===== config.mk =====
export PLATFORM = sky130hd
export DESIGN_NAME = dma_channel_descriptor_decode
export DESIGN_NICKNAME = d
export VERILOG_FILES = /design/src/hw/dma_desc_pkg.sv /design/src/hw/dma_channel_descriptor_decode.sv
export VERILOG_INCLUDE_DIRS = /design/src /design/src/hw
export SDC_FILE = /design/constraint.sdc
export NUM_CORES = 1
export LEC_CHECK = 0
export ABC_AREA = 1
export BUFFER_PORTS_ARGS = -buffer_cell sky130_fd_sc_hd__buf_2
export CORE_MARGIN = 4
export CORE_UTILIZATION = 50
export CTS_CLUSTER_DIAMETER = 40
export DETAILED_ROUTE_END_ITERATION = 12
export GPL_TIMING_DRIVEN = 1
export HOLD_SLACK_MARGIN = 0.05
export PLACE_DENSITY = 0.71
export SLEW_MARGIN = 30
export SYNTH_ARGS = -nofsm -noshare
export SYNTH_HDL_FRONTEND = slang
export SYNTH_SLANG_ARGS = --single-unit

===== constraint.sdc =====
create_clock -name mclk -period 2.8 [get_ports mclk]
set_input_delay 0.28 -clock mclk [delete_from_list [all_inputs] [get_ports mclk]]
set_output_delay 0.28 -clock mclk [all_outputs]
set_load 0.05 [all_outputs]

===== src/hw/dma_desc_consts.svh =====
`ifndef DMA_DESC_CONSTS_SVH
`define DMA_DESC_CONSTS_SVH

// ----------------------------------------------------------------------------
// register offsets (byte addresses, one word each)
// ----------------------------------------------------------------------------
`define OFF_SRC_END    12'h000
`define OFF_DST_END    12'h004
`define OFF_CTRL       12'h008
`define OFF_TBL_BASE   12'h00C
`define OFF_CHAN_SEL   12'h010
`define OFF_ITEM_LEFT  12'h014
`define OFF_CUR_SRC    12'h018
`define OFF_CUR_DST    12'h01C
`define OFF_DESC_ADDR  12'h020
`define OFF_STATUS     12'h024

// ----------------------------------------------------------------------------
// descriptor layout in system memory
// ----------------------------------------------------------------------------
`define WORD_SRC_END   32'h0000_0000
`define WORD_DST_END   32'h0000_0004
`define WORD_CTRL      32'h0000_0008
`define DESC_STRIDE    32'h0000_0010
`define ALT_OFFSET     32'h0000_0200

// ----------------------------------------------------------------------------
// control word field positions
// ----------------------------------------------------------------------------
`define DST_STEP_HI    31
`define DST_STEP_LO    30
`define DST_WIDTH_HI   29
`define DST_WIDTH_LO   28
`define SRC_STEP_HI    27
`define SRC_STEP_LO    26
`define SRC_WIDTH_HI   25
`define SRC_WIDTH_LO   24

// ----------------------------------------------------------------------------
// channel select and status fields
// ----------------------------------------------------------------------------
`define SEL_ALT_BIT    8
`define ST_SRC_UNREAD  0
`define ST_WIDTH_MIS   1
`define ST_STEP_SMALL  2
`define ST_WIDTH_RSVD  3
`define RESET_WORD     32'h0000_0000

`endif


===== src/hw/dma_desc_pkg.sv =====
package dma_desc_pkg;

  // address step codes, in field order
  typedef enum logic [1:0] {
    STEP_BYTE,
    STEP_HALF,
    STEP_WORD,
    STEP_NONE
  } step_t;

  // item width codes, in field order
  typedef enum logic [1:0] {
    WIDTH_8,
    WIDTH_16,
    WIDTH_32,
    WIDTH_RSVD
  } width_t;

  // decoded control word
  typedef struct packed {
    step_t  dst_step;
    width_t dst_width;
    step_t  src_step;
    width_t src_width;
  } decode_t;

endpackage : dma_desc_pkg


===== src/hw/dma_channel_descriptor_decode.sv =====
// The APB interface to the registers was left to the implementer.
`timescale 1ns/1ps
`include "dma_desc_consts.svh"

module dma_channel_descriptor_decode
  import dma_desc_pkg::*;
#(
  parameter int          CHANNELS  = 32,
  parameter int          CNT_W     = 10,
  parameter logic [31:0] SRAM_BASE = 32'h2000_0000
) (
  // clock and reset
  input  wire logic        mclk,
  input  wire logic        rst_b,
  // apb slave
  input  wire logic        psel,
  input  wire logic        penable,
  input  wire logic        pwrite,
  input  wire logic [11:0] paddr,
  input  wire logic [31:0] pwdata,
  output logic             pready,
  output logic [31:0]      prdata,
  output logic             pslverr,
  // descriptor fetch addresses
  output logic [31:0]      src_word_addr,
  output logic [31:0]      dst_word_addr,
  output logic [31:0]      ctl_word_addr,
  // current item addresses and decode
  output logic [31:0]      cur_src_addr,
  output logic [31:0]      cur_dst_addr,
  output logic [1:0]       item_width,
  output logic [3:0]       cfg_fault
);

  localparam int SEL_W = $clog2(CHANNELS);

  // elaboration check: the select field holds at most 5 bits, the count at most 16
  if (CHANNELS < 2 || CHANNELS > 32 || CNT_W < 1 || CNT_W > 16) begin : g_bad_params
    $error("unsupported channel count or item counter width");
  end

  // --------------------------------------------------------------------------
  // item address from inclusive end and remaining count
  // --------------------------------------------------------------------------
  function automatic logic [31:0] item_addr(input logic [31:0]    end_a,
                                            input step_t          step,
                                            input logic [CNT_W-1:0] left);
    logic [31:0] span;
    span = 32'(left) << step;
    // a fixed step never moves, whatever the remaining count says
    return (step == STEP_NONE) ? end_a : end_a - span;
  endfunction : item_addr

  // --------------------------------------------------------------------------
  // registers
  // --------------------------------------------------------------------------
  logic [31:0]      src_end_q;
  logic [31:0]      dst_end_q;
  logic [31:0]      ctrl_q;
  logic [31:0]      tbl_base_q;
  logic [SEL_W-1:0] chan_q;
  logic             alt_q;
  logic [CNT_W-1:0] left_q;
  logic             pready_q;
  logic [31:0]      prdata_q;
  logic             pslverr_q;
  logic [31:0]      src_word_q;
  logic [31:0]      dst_word_q;
  logic [31:0]      ctl_word_q;
  logic [31:0]      cur_src_q;
  logic [31:0]      cur_dst_q;
  logic [1:0]       width_q;
  logic [3:0]       fault_q;

  // --------------------------------------------------------------------------
  // apb decode
  // --------------------------------------------------------------------------
  // one wait state keeps read data and ready straight from flip-flops
  wire        access    = psel & penable;
  wire        take      = access & pready_q;
  wire        wr_take   = take & pwrite;
  wire        pready_d  = access & ~pready_q;
  wire        hit_src   = (paddr == `OFF_SRC_END);
  wire        hit_dst   = (paddr == `OFF_DST_END);
  wire        hit_ctrl  = (paddr == `OFF_CTRL);
  wire        hit_tbl   = (paddr == `OFF_TBL_BASE);
  wire        hit_sel   = (paddr == `OFF_CHAN_SEL);
  wire        hit_left  = (paddr == `OFF_ITEM_LEFT);
  wire        hit_ro    = (paddr == `OFF_CUR_SRC) | (paddr == `OFF_CUR_DST) |
                          (paddr == `OFF_DESC_ADDR) | (paddr == `OFF_STATUS);
  wire        hit_rw    = hit_src | hit_dst | hit_ctrl | hit_tbl | hit_sel | hit_left;
  wire        mapped    = hit_rw | hit_ro;
  // writes to read-only or unmapped words answer with an error
  wire        err_d     = pready_d & ~(mapped & ~(pwrite & hit_ro));

  // --------------------------------------------------------------------------
  // control word decode
  // --------------------------------------------------------------------------
  decode_t dec;
  assign dec.dst_step  = step_t'(ctrl_q[`DST_STEP_HI:`DST_STEP_LO]);
  assign dec.dst_width = width_t'(ctrl_q[`DST_WIDTH_HI:`DST_WIDTH_LO]);
  assign dec.src_step  = step_t'(ctrl_q[`SRC_STEP_HI:`SRC_STEP_LO]);
  assign dec.src_width = width_t'(ctrl_q[`SRC_WIDTH_HI:`SRC_WIDTH_LO]);

  // source address; fixed step stays on the end address
  wire [31:0] cur_src_d = item_addr(src_end_q, dec.src_step, left_q);
  // destination address; fixed step stays on the end address
  wire [31:0] cur_dst_d = item_addr(dst_end_q, dec.dst_step, left_q);

  // structure base inside the table
  wire [31:0] desc_base = tbl_base_q + (alt_q ? `ALT_OFFSET : 32'h0000_0000) +
                          32'(chan_q) * `DESC_STRIDE;

  // configuration checks reported as status, they never stop the decode
  logic [3:0] fault_d;
  assign fault_d[`ST_SRC_UNREAD] = (src_end_q < SRAM_BASE);
  assign fault_d[`ST_WIDTH_MIS]  = (dec.dst_width != dec.src_width);
  // a reserved width code sits above every stepping code, so it raises this bit too
  assign fault_d[`ST_STEP_SMALL] =
    (dec.src_step != STEP_NONE && dec.src_step < dec.src_width) |
    (dec.dst_step != STEP_NONE && dec.dst_step < dec.dst_width);
  assign fault_d[`ST_WIDTH_RSVD] = (dec.src_width == WIDTH_RSVD) |
                                   (dec.dst_width == WIDTH_RSVD);

  // read mux; reserved control bits read back as stored
  // unmapped reads give zero so a stray read never leaks a stale word
  wire [31:0] rd_d =
    hit_src  ? src_end_q :
    hit_dst  ? dst_end_q :
    hit_ctrl ? ctrl_q :
    hit_tbl  ? tbl_base_q :
    hit_sel  ? (32'(alt_q) << `SEL_ALT_BIT) | 32'(chan_q) :
    hit_left ? 32'(left_q) :
    (paddr == `OFF_CUR_SRC)   ? cur_src_q :
    (paddr == `OFF_CUR_DST)   ? cur_dst_q :
    (paddr == `OFF_DESC_ADDR) ? src_word_q :
    (paddr == `OFF_STATUS)    ? 32'(fault_q) : `RESET_WORD;

  // --------------------------------------------------------------------------
  // apb answer
  // --------------------------------------------------------------------------
  always_ff @(posedge mclk or negedge rst_b) begin
    if (!rst_b) begin
      pready_q  <= 1'b0;
      prdata_q  <= `RESET_WORD;
      pslverr_q <= 1'b0;
    end else begin
      pready_q  <= pready_d;
      prdata_q  <= (pready_d & ~pwrite) ? rd_d : `RESET_WORD;
      pslverr_q <= err_d;
    end
  end

  // --------------------------------------------------------------------------
  // software registers, written only at the completing edge
  // --------------------------------------------------------------------------
  // select keeps its low bits and bit 8, count only its low bits; the rest of those words reads zero
  always_ff @(posedge mclk or negedge rst_b) begin
    if (!rst_b) begin
      src_end_q  <= `RESET_WORD;
      dst_end_q  <= `RESET_WORD;
      ctrl_q     <= `RESET_WORD;
      tbl_base_q <= `RESET_WORD;
      chan_q     <= '0;
      alt_q      <= 1'b0;
      left_q     <= '0;
    end else if (wr_take) begin
      if (hit_src)  src_end_q  <= pwdata;
      if (hit_dst)  dst_end_q  <= pwdata;
      if (hit_ctrl) ctrl_q     <= pwdata;
      if (hit_tbl)  tbl_base_q <= pwdata;
      if (hit_sel)  chan_q     <= pwdata[SEL_W-1:0];
      if (hit_sel)  alt_q      <= pwdata[`SEL_ALT_BIT];
      if (hit_left) left_q     <= pwdata[CNT_W-1:0];
    end
  end

  // --------------------------------------------------------------------------
  // decoded outputs, one cycle behind the registers
  // --------------------------------------------------------------------------
  always_ff @(posedge mclk or negedge rst_b) begin
    if (!rst_b) begin
      src_word_q <= `RESET_WORD;
      dst_word_q <= `RESET_WORD;
      ctl_word_q <= `RESET_WORD;
      cur_src_q  <= `RESET_WORD;
      cur_dst_q  <= `RESET_WORD;
      width_q    <= 2'h0;
      fault_q    <= 4'h0;
    end else begin
      src_word_q <= desc_base + `WORD_SRC_END;
      dst_word_q <= desc_base + `WORD_DST_END;
      ctl_word_q <= desc_base + `WORD_CTRL;
      cur_src_q  <= cur_src_d;
      cur_dst_q  <= cur_dst_d;
      width_q    <= dec.src_width;
      fault_q    <= fault_d;
    end
  end

  assign pready        = pready_q;
  assign prdata        = prdata_q;
  assign pslverr       = pslverr_q;
  assign src_word_addr = src_word_q;
  assign dst_word_addr = dst_word_q;
  assign ctl_word_addr = ctl_word_q;
  assign cur_src_addr  = cur_src_q;
  assign cur_dst_addr  = cur_dst_q;
  assign item_width    = width_q;
  assign cfg_fault     = fault_q;
endmodule : dma_channel_descriptor_decode


==> results.tsv <==
stage	metric	value	unit
logic_synthesis	synthesis.area	18300	um^2
critical_path	path_delay_family	simple AND/OR/NAND/NOR gates	
logic_synthesis	fraction_of_registers_with_async_set_reset	100	%
sta	worst_pin_slew	684	ps
critical_path	required	3280	ps
route	via_per_inst	5.58	
sta	finalWorstPathRequiredPeriod	2670	ps
logic_synthesis	largest_family_of_logic_cells_by_synthesized_area	simple AND/OR/NAND/NOR gates	
route	routed_wire_length_per_instance	21.4	um
clock_network	cts_tree	built	
placed_design	count_of_input_and_output_buffers	248	
global_routing	antenna_found_initial	2	
critical_path	critPathMostFrequentCell	nand2_1	
floorplan	die_area	39800	um^2
global_routing	grt_pass1_vias	17700	
pwr	worst_ir_drop_vdd	531	uV
route	dr.pass1.iters	6	
pwr	cellPowerDensity	517	nW/um^2
clock_network	clk-insertion-delay-late	600	ps
logic_synthesis	synthesis.area_per_instance	7.65	um^2
clock_network	clock_tree.buffer_depth	3	
placed_design	gp_routability_congestion	0.963	
logic_synthesis	yosysWarnings	0	
cells_and_area	syn2layout_area_growth	28.1	%
logic_synthesis	synthesis.nets	2484	
cells_and_area	postLayoutCoreUtil	65.5	%
critical_path	timing.critical_path.arrival	3150	ps
cells_and_area	stdcell_area	23500	um^2
placed_design	hpwlAfterDp	54800	um
route	drt_drc_violations_left	0	
logic_synthesis	synth_compound_area_share	11.5	%
logic_synthesis	post_synthesis_adder_cell_area_fraction	2.79	%
route	drt-total-wl	70700	um
critical_path	crit_path_max_incr_delay	410	ps
clock_network	cts.sink_count	339	
sta	finClkSkew	20.8	ps
cells_and_area	fillers	3101	
job	drv_cap	0	
critical_path	crit_buf_inv	3	
floorplan	initial_cell_density_of_the_core	51.2	%
sta	hold_violations	0	
floorplan	die-height	199	um
cells_and_area	layout_commonest_cell	nand2_1	
floorplan	io_pins	249	
clock_network	cts_buffers	53	
route	ant_nets	0	
cells_and_area	drive_above_1_share	23.7	%
critical_path	cp-start-kind	flip-flop	
pwr	totalPowerFinal	0.0121	W
critical_path	crit_path_cell_trace	ha_4 > inv_1 > fa_2 > inv_2 > nand3_1 > nand2_2 > nand2_1 > nand3b_1 > nand2_1 > inv_2 > nand2_1 > nor2_2 > nand2_1 > nor2_2 > nand3_1 > nand2_1 > nand2_1	
clock_network	cts.htree.levels	2	
clock_network	path_clk_slew	60	ps
run_status	run_status	completed	
floorplan	core_region_area	35800	um^2
sta	post-route-period-util	95.2	%
logic_synthesis	ys_seq_area_share	46.3	%
logic_synthesis	postSynthRegisterBits	339	
cells_and_area	insertedDiodeCount	0	
floorplan	die_x	199	um
logic_synthesis	postSynth.topFlopCell	dfrtp_1	
sta	rsz_0062_raised_after_global_routing	yes	
cells_and_area	nets	2887	
logic_synthesis	synthSimpleGateAreaFrac	28.1	%
global_routing	globalRouteOverflowTotal	0	
global_routing	grt_pass1_wl	106000	um
route	drt_first_iter_violations	1846	
worst_hold_path	min_delay_path_class	in -> reg	
pwr	leakagePower	12.6	nW
sta	slew_viol_final	0	
global_routing	grt_start_max_net_pins	91	
route	dr_total_vias	18400	
sta	setup_violations	0	
floorplan	rows	69	
clock_network	clock_tree.root_cell	clkbuf_16	
logic_synthesis	synth.mux.area_fraction	0.437	%
global_routing	globalRouteTotalUtil	35.2	%
critical_path	worst_path_max_delay_cell	dfrtp_1	
critical_path	critical_path.endpoint_type	flip-flop	
logic_synthesis	post_synth_num_cell_types	45	
sta	slew_hr	54.3	%
logic_synthesis	synth_enable_flop_cells	0	
logic_synthesis	synth_cells	2396	
logic_synthesis	synth_xor_area_share	3.58	%
sta	max_freq	0.375	GHz
placed_design	post_placement_cell_area	21100	um^2
cells_and_area	layout_common_cells	nand2_1, dfrtp_1, o21ai_0, buf_2, inv_1	
critical_path	crit_fanout	4	
critical_path	setup.worst_path.class	reg -> reg	
[per-stage QoR]
| stage | setup WS, ps | hold WS, ps | instances | setup TNS (ps) |
|---|---|---|---|---|
| 6_report | 135 | 79.7 | 3303 | 0 |
| 5_1_grt | -19.8 | 82.3 | 3303 | -61.0 |
| 4_1_cts | 6.18 | 50.3 | 3297 | 0 |
| 3_5_place_dp | -294 | 189 | 3178 | -3870 |
| 3_3_place_gp | -181 | 185 | 3178 | -1790 |
| 2_1_floorplan | 113 | -15.6 | 2396 | 0 |
[final cells by class]
class / count / area (um^2) / share of cell area (%)
Clock inverter: 40 / 504 / 2.15
Tap cell: 461 / 577 / 2.46
Timing Repair Buffer: 427 / 2740 / 11.7
Sequential cell: 339 / 8490 / 36.1
Clock buffer: 58 / 1360 / 5.77
Inverter: 268 / 1010 / 4.32
Multi-Input combinational cell: 1710 / 8800 / 37.5
[registers in the layout, summed over array words and instances, names as in the netlist]
name,flops
dst_end_q,32
tbl_base_q,32
left_q,10
ctrl_q,32
prdata,32
pslverr,1
dst_word_addr,30
item_width,2
ctl_word_addr,32
cfg_fault,4
src_word_addr,29
chan_q,5
pready,1
src_end_q,32
alt_q,1
cur_dst_addr,32
cur_src_addr,32
[worst reg2reg max path, stage by stage (launching register included)]
cell and delay (ps):
dfrtp_1 410, ha_4 190, inv_1 60, fa_2 360, inv_2 100, nand3_1 120
nand2_2 120, nand2_1 90, nand3b_1 80, nand2_1 130, inv_2 110, nand2_1 90
nor2_2 190, nand2_1 150, nor2_2 140, nand3_1 90, nand2_1 70, nand2_1 50
[report_power, final]
| part | switching, W | total (W) | internal [W] |
|---|---|---|---|
| logic | 0.000249 | 0.000332 | 0.0000826 |
| registers | 0.0000101 | 0.00492 | 0.00491 |
| clock network | 0.00271 | 0.00690 | 0.00418 |
[synth_stat cells, types with 3 or more instances]
library cell,number,area (um^2)
a21oi_1,87,435
o21bai_1,4,30.0
dfrtp_1,339,8480
o22ai_1,3,18.8
o211ai_1,11,82.6
inv_2,19,71.3
nand2_2,31,194
fa_1,3,60.1
buf_2,10,50.1
nand3b_1,8,60.1
nand3_2,3,30.0
nor2_4,9,101
nand4_1,47,294
o2111ai_1,13,114
ha_1,36,450
xnor2_1,26,228
clkbuf_1,61,229
nor2_1,181,679
buf_4,5,37.5
nand2_1,685,2570
nor2_2,25,156
clkinv_1,4,15.0
nor3_1,34,170
nand3_1,141,706
nor4_1,7,43.8
inv_1,244,916
o21ai_1,4,20.0
or2_2,16,100
o21ai_0,261,1310
mux2i_1,8,80.1
xor2_1,49,429
a21boi_0,3,22.5
a31oi_1,4,25.0
[path summary, 6_finish.rpt]
| path | startpoint | end | slack [ps] | cells past startpoint |
|---|---|---|---|---|
| worst max register to register | tbl_base_q[4] | ctl_word_addr[31] | 130 | 17 |
| worst min-delay path | pwdata[9] | left_q[9] | 80 | 3 |
| max in group asynchronous | rst_b | tbl_base_q[7] | 1770 | 3 |
| worst max-delay path | tbl_base_q[4] | ctl_word_addr[31] | 130 | 17 |
| worst min register to register | tbl_base_q[1] | ctl_word_addr[1] | 420 | 0 |
| min in group asynchronous | rst_b | dst_word_addr[2] | 160 | 2 |
[logic make-up (layout without fill, tap and decap cells)]
| group | after synthesis | in the layout |
|---|---|---|
| buffers and inverters | 347 | 793 |
| DFF | 339 | 339 |
| AOI/OAI and AO/OA | 396 | 396 |
| adders and majority gates | 39 | 39 |
| and+or+nand+nor | 1192 | 1192 |
| muxes | 8 | 8 |
| xor gates and xnor gates | 75 | 75 |
[routing by layer]
metal | global-route usage (%) | up-vias | routed length [um] | share of wire [%]
met2 | 55.1 | 995 | 32100 | 45
met1 | 47.8 | 8688 | 28900 | 41
met4 | 13.3 | 2 | 2820 | 4.0
li1 | - | 8557 | - | -
met3 | 8.60 | 177 | 6880 | 9.7
met5 | 0 | - | 8 | 0.011
[what timing repair did]
action,CTS,global route
pin swaps,3,10
buffers inserted,3,6
endpoints found under the setup margin,44,81
gates cloned,0,0
hold endpoints to repair,391,0
hold buffers,18,0
resized for setup,21,69
(Power assumes the default switching activity.)
